### src/tfe_regs.vh
// Register map, field positions, function codes and reset values of the tape formatter error logic.
`ifndef TFE_REGS_VH
`define TFE_REGS_VH

`define TFE_ADDR_W        5
`define TFE_DATA_W        16

`define TFE_REG_CMD       5'h00
`define TFE_REG_STATUS    5'h01
`define TFE_REG_ERROR     5'h02
`define TFE_REG_MAINT     5'h03
`define TFE_REG_SERVICE_REQUEST_LINE      5'h04
`define TFE_REG_TAPECTL   5'h09

`define TFE_CMD_START     0
`define TFE_CMD_FUNC_LO   1
`define TFE_CMD_FUNC_HI   5

`define TFE_FN_NOP        5'h00
`define TFE_FN_REWOFF     5'h01
`define TFE_FN_REWIND     5'h03
`define TFE_FN_DCLR       5'h04
`define TFE_FN_ERASE      5'h0a
`define TFE_FN_WTM        5'h0b
`define TFE_FN_SPFWD      5'h0c
`define TFE_FN_SPREV      5'h0d
`define TFE_FN_WCHKF      5'h14
`define TFE_FN_WCHKR      5'h17
`define TFE_FN_WRF        5'h18
`define TFE_FN_RDF        5'h1c
`define TFE_FN_RDR        5'h1f

`define TFE_E_BADFN       15
`define TFE_E_BADREG      14
`define TFE_E_REFUSED     13
`define TFE_E_CONTROL_PARITY_FLAG        12
`define TFE_E_FORMAT      11
`define TFE_E_XPAR        10
`define TFE_E_VPAR        9
`define TFE_E_LCHK        8
`define TFE_E_GAP         7
`define TFE_E_COUNT       6
`define TFE_E_SKEW        5
`define TFE_E_NONEXEC     4
`define TFE_E_TIMING      3
`define TFE_E_INCOMP      2
`define TFE_E_HAZARD      1
`define TFE_E_CRC         0

`define TFE_M_LOAD        16'hf000
`define TFE_M_DATA        16'h0701
`define TFE_M_CLASSB      16'h800e

`define TFE_ST_SERVICE_REQUEST_LINE       15
`define TFE_ST_FAULT      14
`define TFE_ST_BUSY       13
`define TFE_ST_SCHG       12
`define TFE_ST_TEND       11
`define TFE_ST_START      10

`define TFE_TC_ABORT      12

`define TFE_MAINT_RST     16'h0000
`define TFE_TAPECTL_RST   16'h0000

`endif

### src/tfe_top.v
// Error check, attention and exception logic of a magnetic tape formatter.
`include "tfe_regs.vh"

module tfe_top #(
    parameter DATA_W = `TFE_DATA_W,
    parameter ADDR_W = `TFE_ADDR_W
) (
    input  wire              sys_clk,
    input  wire              rstn,
    input  wire [ADDR_W-1:0] reg_addr,
    input  wire [DATA_W-1:0] reg_wdata,
    input  wire              reg_wpar,
    input  wire              reg_we,
    input  wire              reg_re,
    output reg  [DATA_W-1:0] reg_rdata,
    input  wire [2:0]        unit_sel_pin,
    input  wire              bus_init,
    input  wire              drive_unsafe,
    input  wire [15:0]       hw_err,
    input  wire              op_done,
    input  wire              xfer_startup,
    input  wire              slave_change_bit,
    input  wire              tape_end_marker,
    output wire              composite_fault_signal,
    output wire              service_request_line,
    output reg               busy_line,
    output reg               abnormal_line,
    output reg               transfer_end_line,
    output reg               write_finish,
    output reg               op_start,
    output reg  [4:0]        op_func
);

    // Which hardware error events an operation may raise.
    // Load flags come from the register access itself (bad function also from hw_err while an operation runs) and are masked out of the event path.
    function [15:0] allowed_mask;
        input [4:0] fn;
        begin
            case (fn)
                `TFE_FN_NOP, `TFE_FN_REWOFF, `TFE_FN_REWIND: begin
                    allowed_mask = `TFE_M_LOAD | 16'h0012;
                end
                `TFE_FN_DCLR: begin
                    allowed_mask = `TFE_M_LOAD | 16'h0002;
                end
                `TFE_FN_WTM: begin
                    allowed_mask = `TFE_M_LOAD | 16'h03b6;
                end
                `TFE_FN_ERASE: begin
                    allowed_mask = `TFE_M_LOAD | 16'h0032;
                end
                `TFE_FN_SPFWD, `TFE_FN_SPREV: begin
                    allowed_mask = `TFE_M_LOAD | 16'h0056;
                end
                `TFE_FN_WCHKF, `TFE_FN_WCHKR, `TFE_FN_RDF, `TFE_FN_RDR: begin
                    allowed_mask = 16'hfbff;
                end
                `TFE_FN_WRF: begin
                    allowed_mask = 16'hffff;
                end
                default: begin
                    allowed_mask = 16'h0000;
                end
            endcase
        end
    endfunction

    // Transfer functions move data over the bus, so they alone can end a block or run busy.
    function is_xfer;
        input [4:0] fn;
        begin
            is_xfer = (fn == `TFE_FN_WCHKF) || (fn == `TFE_FN_WCHKR) || (fn == `TFE_FN_WRF) ||
                      (fn == `TFE_FN_RDF) || (fn == `TFE_FN_RDR);
        end
    endfunction

    // A function code that may raise no flag at all is one the formatter does not know.
    function is_known;
        input [4:0] fn;
        begin
            is_known = (allowed_mask(fn) != 16'h0000);
        end
    endfunction

    // Unit jumpers come from pins; a new value is taken once the last two stages agree.
    reg [2:0] unit_s1_reg;
    reg [2:0] unit_s2_reg;
    reg [2:0] unit_s3_reg;
    reg [2:0] unit_reg;

    always @(posedge sys_clk or negedge rstn) begin
        if (!rstn) begin
            unit_s1_reg <= 3'h0;
            unit_s2_reg <= 3'h0;
            unit_s3_reg <= 3'h0;
            unit_reg    <= 3'h0;
        end else begin
            unit_s1_reg <= unit_sel_pin;
            unit_s2_reg <= unit_s1_reg;
            unit_s3_reg <= unit_s2_reg;
            if (unit_s2_reg == unit_s3_reg) begin
                unit_reg <= unit_s3_reg;
            end
        end
    end

    // Operation state. The start bit is what makes an ordinary register write refused,
    // so it must fall at completion or a stuck operation would lock out every write but maintenance and attention summary.
    reg        start_reg;
    reg [4:0]  func_reg;
    reg [15:0] err_reg;
    reg [15:0] maint_reg;
    reg [15:0] tapectl_reg;
    reg        ata_reg;
    reg        xfer_reg;
    reg        op_err_reg;
    reg        schg_reg;
    reg        tend_reg;

    // Write decode. A write with bad parity is dropped but still flags the fault; a refused
    // write leaves its target register untouched.
    wire wr_cmd    = reg_we && (reg_addr == `TFE_REG_CMD);
    wire wr_maint  = reg_we && (reg_addr == `TFE_REG_MAINT);
    wire wr_service_request_line   = reg_we && (reg_addr == `TFE_REG_SERVICE_REQUEST_LINE);
    wire wr_tc     = reg_we && (reg_addr == `TFE_REG_TAPECTL);
    wire addr_ok   = (reg_addr == `TFE_REG_CMD) || (reg_addr == `TFE_REG_STATUS) ||
                     (reg_addr == `TFE_REG_ERROR) || (reg_addr == `TFE_REG_MAINT) ||
                     (reg_addr == `TFE_REG_SERVICE_REQUEST_LINE) || (reg_addr == `TFE_REG_TAPECTL);
    wire shared_wr = wr_maint || wr_service_request_line;
    wire par_bad   = reg_we && !(^{reg_wdata, reg_wpar});
    wire bad_reg   = (reg_we || reg_re) && !addr_ok;
    wire refused   = reg_we && addr_ok && !shared_wr && start_reg;
    wire wr_ok     = reg_we && addr_ok && !refused && !par_bad;
    wire go_wr     = wr_cmd && wr_ok && reg_wdata[`TFE_CMD_START];
    wire [4:0] new_fn = reg_wdata[`TFE_CMD_FUNC_HI:`TFE_CMD_FUNC_LO];

    // Composite fault is taken straight from the register, so it drops in the cycle the flags clear.
    assign composite_fault_signal = |err_reg;
    assign service_request_line   = ata_reg;

    // A start while any flag is set never launches. The load becomes a prior-fault pulse
    // that raises attention, so software always hears about a fault it has not cleared.
    wire prior_fault_pulse = go_wr && composite_fault_signal;
    wire bad_fn_load       = go_wr && !composite_fault_signal && !is_known(new_fn);
    wire launch            = go_wr && !composite_fault_signal && is_known(new_fn);
    wire active            = start_reg || xfer_reg;

    // Hardware error events count only while an operation that may raise them runs.
    // An event arriving with no operation running belongs to no function and is dropped.
    wire [15:0] hw_set   = active ? (hw_err & allowed_mask(func_reg) & ~`TFE_M_LOAD) : 16'h0000;
    wire        init_haz = bus_init && drive_unsafe;

    // Flags raised by the register access itself, plus the bus initialize hazard and the hardware hazard and bad-function events, whatever function is running.
    reg [15:0] load_set;
    always @* begin
        load_set = 16'h0000;
        load_set[`TFE_E_BADREG]  = bad_reg;
        load_set[`TFE_E_REFUSED] = refused && !shared_wr;
        load_set[`TFE_E_CONTROL_PARITY_FLAG]    = par_bad && addr_ok;
        load_set[`TFE_E_BADFN]   = bad_fn_load;
        load_set[`TFE_E_HAZARD]  = init_haz || (hw_err[`TFE_E_HAZARD] && active);
        load_set[`TFE_E_BADFN]   = load_set[`TFE_E_BADFN] | (hw_err[`TFE_E_BADFN] && active);
    end

    wire [15:0] err_set = hw_set | load_set;
    // Drive clear wipes flags and attention, but it cannot launch while a flag is set,
    // so in practice only bus initialize recovers from a fault.
    wire        dclr    = launch && (new_fn == `TFE_FN_DCLR);
    wire        done_ev = op_done && start_reg;

    // Flags are sticky; a new event in the clearing cycle still lands.
    always @(posedge sys_clk or negedge rstn) begin
        if (!rstn) begin
            err_reg <= 16'h0000;
        end else if (dclr || bus_init) begin
            err_reg <= err_set;
        end else begin
            err_reg <= err_reg | err_set;
        end
    end

    // Attention. Set terms are tested before clear terms, so an event that meets a summary
    // write or a drive clear in the same cycle is not lost.
    wire service_request_line_clr  = wr_service_request_line && !par_bad && reg_wdata[unit_reg];
    wire done_service_request_line = done_ev && ((func_reg == `TFE_FN_ERASE) || (func_reg == `TFE_FN_WTM) ||
                     (func_reg == `TFE_FN_SPFWD) || (func_reg == `TFE_FN_SPREV) ||
                     op_err_reg || (|hw_set) || schg_reg || tend_reg);
    wire rew_service_request_line  = launch && ((new_fn == `TFE_FN_REWIND) || (new_fn == `TFE_FN_REWOFF));
    wire service_request_line_set  = prior_fault_pulse || bad_fn_load || done_service_request_line || rew_service_request_line;

    always @(posedge sys_clk or negedge rstn) begin
        if (!rstn) begin
            ata_reg <= 1'b0;
        end else if (service_request_line_set) begin
            ata_reg <= 1'b1;
        end else if (service_request_line_clr || dclr || bus_init) begin
            ata_reg <= 1'b0;
        end
    end

    // Rewinds run on in the transport, so they do not hold the start bit.
    wire holds_start = launch && (new_fn != `TFE_FN_REWIND) && (new_fn != `TFE_FN_REWOFF) &&
                       (new_fn != `TFE_FN_DCLR) && (new_fn != `TFE_FN_NOP);

    // Per-operation record of error, slave change and tape end; completion reads it to
    // decide whether attention is due, then the next held launch wipes it.
    always @(posedge sys_clk or negedge rstn) begin
        if (!rstn) begin
            start_reg  <= 1'b0;
            func_reg   <= 5'h00;
            xfer_reg   <= 1'b0;
            op_err_reg <= 1'b0;
            schg_reg   <= 1'b0;
            tend_reg   <= 1'b0;
            op_start   <= 1'b0;
            op_func    <= 5'h00;
            busy_line  <= 1'b0;
        end else begin
            op_start  <= launch && !dclr;
            busy_line <= xfer_reg && !done_ev && !bus_init;
            if (bus_init || prior_fault_pulse) begin
                start_reg <= 1'b0;
                xfer_reg  <= 1'b0;
            end else if (holds_start) begin
                start_reg  <= 1'b1;
                func_reg   <= new_fn;
                op_func    <= new_fn;
                xfer_reg   <= is_xfer(new_fn);
                op_err_reg <= 1'b0;
                schg_reg   <= 1'b0;
                tend_reg   <= 1'b0;
            end else if (launch) begin
                func_reg <= new_fn;
                op_func  <= new_fn;
            end else if (done_ev) begin
                start_reg <= 1'b0;
                xfer_reg  <= 1'b0;
            end else begin
                op_err_reg <= op_err_reg | (|hw_set);
                schg_reg   <= schg_reg | slave_change_bit;
                tend_reg   <= tend_reg | tape_end_marker;
            end
        end
    end

    // End-of-block causes. A read ends the bus transfer on a data error only at startup or with abort
    // enabled; a write always ends, since the record on tape is bad anyway.
    wire is_read  = (func_reg == `TFE_FN_RDF) || (func_reg == `TFE_FN_RDR) ||
                    (func_reg == `TFE_FN_WCHKF) || (func_reg == `TFE_FN_WCHKR);
    wire is_write = (func_reg == `TFE_FN_WRF);
    wire abort_en = tapectl_reg[`TFE_TC_ABORT];
    wire data_err = |(hw_set & `TFE_M_DATA);
    wire b_err    = |(hw_set & `TFE_M_CLASSB);
    // Any new flag counts, a refused or bad write during the transfer as well as a tape event.
    wire any_xerr = xfer_reg && (|err_set);
    wire ebl_ev   = (go_wr && composite_fault_signal && is_xfer(new_fn)) ||
                    (xfer_reg && xfer_startup && (|hw_set)) ||
                    (xfer_reg && b_err) ||
                    (xfer_reg && is_read && data_err && abort_en) ||
                    (xfer_reg && is_write && data_err);
    wire wfin_ev  = xfer_reg && is_write && (data_err || b_err);

    // The transfer ends on the bus but a read keeps running until the tape stops.
    always @(posedge sys_clk or negedge rstn) begin
        if (!rstn) begin
            abnormal_line     <= 1'b0;
            transfer_end_line <= 1'b0;
            write_finish      <= 1'b0;
        end else begin
            write_finish <= wfin_ev;
            if (launch || bus_init) begin
                abnormal_line     <= 1'b0;
                transfer_end_line <= ebl_ev;
            end else begin
                abnormal_line     <= abnormal_line | any_xerr;
                transfer_end_line <= transfer_end_line | ebl_ev;
            end
        end
    end

    // Maintenance and tape control are plain storage that bus initialize returns to reset.
    always @(posedge sys_clk or negedge rstn) begin
        if (!rstn) begin
            maint_reg   <= `TFE_MAINT_RST;
            tapectl_reg <= `TFE_TAPECTL_RST;
        end else if (bus_init) begin
            maint_reg   <= `TFE_MAINT_RST;
            tapectl_reg <= `TFE_TAPECTL_RST;
        end else begin
            if (wr_maint && wr_ok) begin
                maint_reg <= reg_wdata;
            end
            if (wr_tc && wr_ok) begin
                tapectl_reg <= reg_wdata;
            end
        end
    end

    // Read multiplexer. The summary lane follows the synchronised unit number, so a jumper
    // change shows up only once the synchroniser has settled.
    reg [15:0] status_w;
    reg [15:0] rd_next;
    always @* begin
        status_w = 16'h0000;
        status_w[`TFE_ST_SERVICE_REQUEST_LINE]  = ata_reg;
        status_w[`TFE_ST_FAULT] = composite_fault_signal;
        status_w[`TFE_ST_BUSY]  = xfer_reg;
        status_w[`TFE_ST_SCHG]  = schg_reg;
        status_w[`TFE_ST_TEND]  = tend_reg;
        status_w[`TFE_ST_START] = start_reg;
        rd_next = 16'h0000;
        case (reg_addr)
            `TFE_REG_CMD: begin
                rd_next = {10'h000, func_reg, start_reg};
            end
            `TFE_REG_STATUS: begin
                rd_next = status_w;
            end
            `TFE_REG_ERROR: begin
                rd_next = err_reg;
            end
            `TFE_REG_MAINT: begin
                rd_next = maint_reg;
            end
            `TFE_REG_SERVICE_REQUEST_LINE: begin
                rd_next[unit_reg] = ata_reg;
            end
            `TFE_REG_TAPECTL: begin
                rd_next = tapectl_reg;
            end
            default: begin
                rd_next = 16'h0000;
            end
        endcase
    end

    // Read data stand for one cycle and are zero otherwise, so a stale word is never taken
    // for a later answer.
    always @(posedge sys_clk or negedge rstn) begin
        if (!rstn) begin
            reg_rdata <= 16'h0000;
        end else if (reg_re) begin
            reg_rdata <= rd_next;
        end else begin
            reg_rdata <= 16'h0000;
        end
    end

endmodule

### config.mk
export PLATFORM = sky130hd
export DESIGN_NAME = tfe_top
export DESIGN_NICKNAME = d
export VERILOG_FILES = /design/src/tfe_top.v
export VERILOG_INCLUDE_DIRS = /design/src /design/src/src
export SDC_FILE = /design/constraint.sdc
export NUM_CORES = 1
export LEC_CHECK = 0
export CAP_MARGIN = 25
export CORE_ASPECT_RATIO = 2
export CORE_MARGIN = 3
export CORE_UTILIZATION = 40
export CTS_CLUSTER_DIAMETER = 150
export DETAILED_ROUTE_END_ITERATION = 16
export DONT_BUFFER_PORTS = 1
export SLEW_MARGIN = 10
export SYNTH_ARGS = -nofsm -noshare
export SYNTH_HDL_FRONTEND = slang
export SYNTH_SLANG_ARGS = --single-unit
### constraint.sdc
create_clock -name sys_clk -period 3 [get_ports sys_clk]
set_input_delay 0 -clock sys_clk [delete_from_list [all_inputs] [get_ports sys_clk]]
set_output_delay 0 -clock sys_clk [all_outputs]
set_load 0.01 [all_outputs]
==> impl.org <==
** Timing
- Clk_skew :: 0.00771 ns
- Top achievable clock speed :: 0.359 GHz
- In this run the tightest slew margin relative to its limit is 0.512.
- Dividing the final minimum period by the clock period gives 0.928.
- Adding up every negative setup slack in the final design gives 0 ns.
- Setup repair after global routing left no endpoint under its margin.
- Counting I/O delays and the setup requirement, the final critical path takes approximately 2.8 ns.
- Setup violations remaining at the end of the flow were counted as 0.
- Actual transition at the worst max-transition pin :: between 0.7 and 0.8 ns
- The number of endpoints with negative hold slack in the final report came to 0.
- The max-slew violation count was 0.

** Worst setup path
- The worst setup path is captured at a flop.
- Traced cell by cell, the critical path runs through dlygate4sd3_1, inv_1, ha_1, xnor2_1, xnor2_1, xnor3_2, or2_2, dlygate4sd3_1, a31oi_1.
- For this run, the slowest stage of the critical path takes approximately 0.6 ns.
- Type of the worst setup path :: primary input to flop
- The worst setup path is launched from a primary input.
- In this run the register-to-register setup slack is 0.33 ns.
- Arrival time reported for the critical path endpoint :: just over 3 ns
- On the critical path, the stage with the largest delay is an instance of sky130_fd_sc_hd__dlygate4sd3_1.
- Top fanout value on the critical path :: 8
- Together, buffers and inverters on the worst path number 3.
- Kind of cell adding the most delay to the critical path :: buffers and inverters
- STA puts the critical path data required time at 3.28 ns.

** Die
- Die X :: about 84 µm
- The die covers approximately 0.014 mm².
- Pin placement for this block handled slightly below 80 I/O pins.
- Starting utilization of the core area :: 0.415
- The floorplan step set the die height to 163 µm.
- Std-Cell Rows :: between 50 and 60
- The region available for standard cell placement spans approximately 0.012 mm².

** Logic synthesis
- Fraction of the yosys area taken by sequential cells :: 0.468
- Post-synthesis cell type with the largest combined area :: sky130_fd_sc_hd__dfrtp_1
- Share of flip-flops with an asynchronous set or reset after synthesis :: 1.00
- Post-synth design cell area :: 0.00492 mm²
- Top cell type's share of synthesized area :: 0.468
- In the synthesized netlist the dominant register cell turns out to be sky130_fd_sc_hd__dfrtp_1.
- Number of flip-flops and latches in the synthesized netlist :: a little over 90
- Largest cells by area after synthesis :: sky130_fd_sc_hd__dfrtp_1 (47%), sky130_fd_sc_hd__a22o_1 (6.8%), sky130_fd_sc_hd__ha_1 (4.3%)
- Mean area per synthesized cell :: 10.7 µm²
- Yosys mapped a number of flops with a built-in enable equal to 0.
- Number of library cell types mapped by synthesis :: 67
- The commonest cells after synthesis are sky130_fd_sc_hd__dfrtp_1 (92), sky130_fd_sc_hd__a22o_1 (38), sky130_fd_sc_hd__nor2_1 (33).
- Net count after synthesis :: 528
- For this run, the number of Yosys warnings is 0.
- Counting every instance in the synthesized netlist gives 460.
- In the post-synthesis netlist, the cell with the most instances is sky130_fd_sc_hd__dfrtp_1.

** Detailed routing
- Across all layers, the routed design uses between 4000 and 5000 vias.
- Number of detailed-routing iterations run before antenna repair :: 5
- The count of nets left with antenna violations once routing finished came out at 0.
- After detailed routing, the total wire length is 15600 µm.
- DRC violation count after routing :: 0
- Wire length per cell :: approximately 24 µm
- The first routing iteration left 377 violations.
- After detailed routing, the number of vias per cell comes to approximately 6.2.

** Worst hold path
- The tightest min-delay check is of the primary input to flop type.

** Place
- DPL Wire Length :: 11000 µm
- The congestion estimate from routability-driven global placement came to 0.906.
- The number of placed instances, taps included, is just under 600.
- During placement, the flow inserted port buffers numbering 0.

** Clock network
- The tree is rooted in a sky130_fd_sc_hd__clkbuf_16.
- The clock reaches the later pin of the worst-skew pair after between 0.3 and 0.4 ns.
- H-tree Lvls :: 3
- Clock Sink Count :: slightly above 90
- TritonCTS clock tree :: built
- Clock buffers created by TritonCTS :: 9
- Clock-pin slew of the registers on the worst-case setup and hold paths :: about 0.070 ns
- No sink is reached through more buffers than the 2 on the longest clock path.
- Number of buffers inserted by post-CTS setup repair :: 0

** Final layout
- The area growth from synthesis to layout is 18.9%.
- Fin cells :: roughly 650
- Storage cell area :: 0.00230 mm²
- Measured on the finished design, the core utilization comes to 0.494.
- The multi-input combinational cells in the finished layout cover a total of between 0.002 and 0.0025 mm².
- Of the cells placed in the final design, the portion with a size suffix greater than 1 is 0.0828.
- The final layout contains 570 nets.
- Antenna cell count :: 0
- Number of fillers in the final layout :: roughly 1100

** Global route
- Overall global routing resource usage :: 0.230
- The number of antenna violations at the first check in global routing was 0.
- The number of global-route vias before repair was 4133.
- The first global-routing pass estimated approximately 24000 µm of wire.
- Remaining global-route overflow :: 0
- Largest net degree at the start of global routing :: 93

** Power and ir drop
- Leak Pwr :: roughly 2.6 nW
- Total power per unit cell area :: about 490 mW/mm²
- Max VDD drop :: approximately 330 µV
- Post-layout total power :: 0.00285 W

** Outcome
- The run finished with clean final reports.

** Run
- Max-Cap Viols :: 0
-- cell type report --
cell class | count | area share
tap | 145 | 0.0310
clock inverter | 7 | 0.0141
timing repair buffer | 56 | 0.0958
multi-input combinational | 322 | 0.413
inverter | 21 | 0.0135
clock buffer | 9 | 0.0385
sequential | 92 | 0.394
-- what timing repair did --
item	in CTS	in global routing
resized for setup	0	0
hold buffers	49	0
hold endpoints to repair	174	0
-- worst min-delay path, delay by kind of cell --
family / cells / cell delay (ns)
AO/OA/AOI/OAI: 2 / 0.17
multiplexers: 1 / 0.05
AND/OR/NAND/NOR: 1 / 0.09
-- cells in the final DEF (no fill, tap or decap), types with 5 or more instances in the layout --
| master | n |
|---|---|
| sky130_fd_sc_hd__a31oi_1 | 5 |
| sky130_fd_sc_hd__o2bb2ai_1 | 7 |
| sky130_fd_sc_hd__dlygate4sd3_1 | 48 |
| sky130_fd_sc_hd__nor2_1 | 33 |
| sky130_fd_sc_hd__mux2i_1 | 20 |
| sky130_fd_sc_hd__nand3_1 | 6 |
| sky130_fd_sc_hd__dfrtp_1 | 92 |
| sky130_fd_sc_hd__buf_4 | 7 |
| sky130_fd_sc_hd__a21oi_1 | 14 |
| sky130_fd_sc_hd__o211ai_1 | 6 |
| sky130_fd_sc_hd__o31ai_1 | 7 |
| sky130_fd_sc_hd__nor3_1 | 9 |
| sky130_fd_sc_hd__a22o_1 | 38 |
| sky130_fd_sc_hd__o21a_1 | 6 |
| sky130_fd_sc_hd__nor4_1 | 5 |
| sky130_fd_sc_hd__xnor2_1 | 9 |
| sky130_fd_sc_hd__ha_1 | 17 |
| sky130_fd_sc_hd__nand2_1 | 27 |
| sky130_fd_sc_hd__o21ai_0 | 18 |
| sky130_fd_sc_hd__inv_1 | 20 |
| sky130_fd_sc_hd__a221oi_1 | 9 |
| sky130_fd_sc_hd__a22oi_1 | 5 |
| sky130_fd_sc_hd__clkbuf_16 | 9 |
-- final timing paths --
| kind | start | cells past startpoint | to |
|---|---|---|---|
| worst min register to register | unit_s1_reg[1] | 0 | unit_s2_reg[1] |
| worst max-delay path | reg_wdata[3] | 9 | abnormal_line |
| worst min-delay path | reg_addr[0] | 4 | reg_rdata[6] |
| worst max register to register | func_reg[0] | 7 | err_reg[7] |
| min in group asynchronous | rstn | 2 | write_finish |
| max in group asynchronous | rstn | 2 | service_request_line |
-- metrics by stage --
stage               worst slack, ns  instance area, µm²  hold slack [ns]
floorplan                     0.936                4920           -0.296
detailed placement            0.458                5030           -0.290
CTS                           0.229                5850         0.000874
global route                 0.0793                5850           0.0121
global placement              0.485                5030           -0.290
finish                        0.216                5850          0.00399
-- power by group --
group	total [W]	internal [W]	switching, W
Combinational	0.000345	0.000168	0.000177
Clock	0.00120	0.000661	0.000541
Sequential	0.00130	0.00126	0.0000399
Total	0.00285	0.00209	0.000758
-- kinds of logic after synthesis --
| kind of cell | after synthesis | share of synthesized area |
|---|---|---|
| adder cells (fa/ha/maj) | 17 | 0.0432 |
| XOR/XNOR | 14 | 0.0336 |
| AND/OR/NAND/NOR | 120 | 0.128 |
| buffers and inverters | 46 | 0.0422 |
| multiplexers | 26 | 0.0590 |
| AO/OA/AOI/OAI | 145 | 0.226 |
| flip-flops | 92 | 0.468 |
-- metal layers --
metal / share of wire / up-vias / track usage
li1: - / 1813 / -
met1: 0.35 / 2017 / 0.245
met2: 0.55 / 146 / 0.417
met3: 0.054 / 36 / 0.0430
met4: 0.049 / 0 / 0.135
met5: 0 / - / 0
Power figures use the tool's default switching activity.
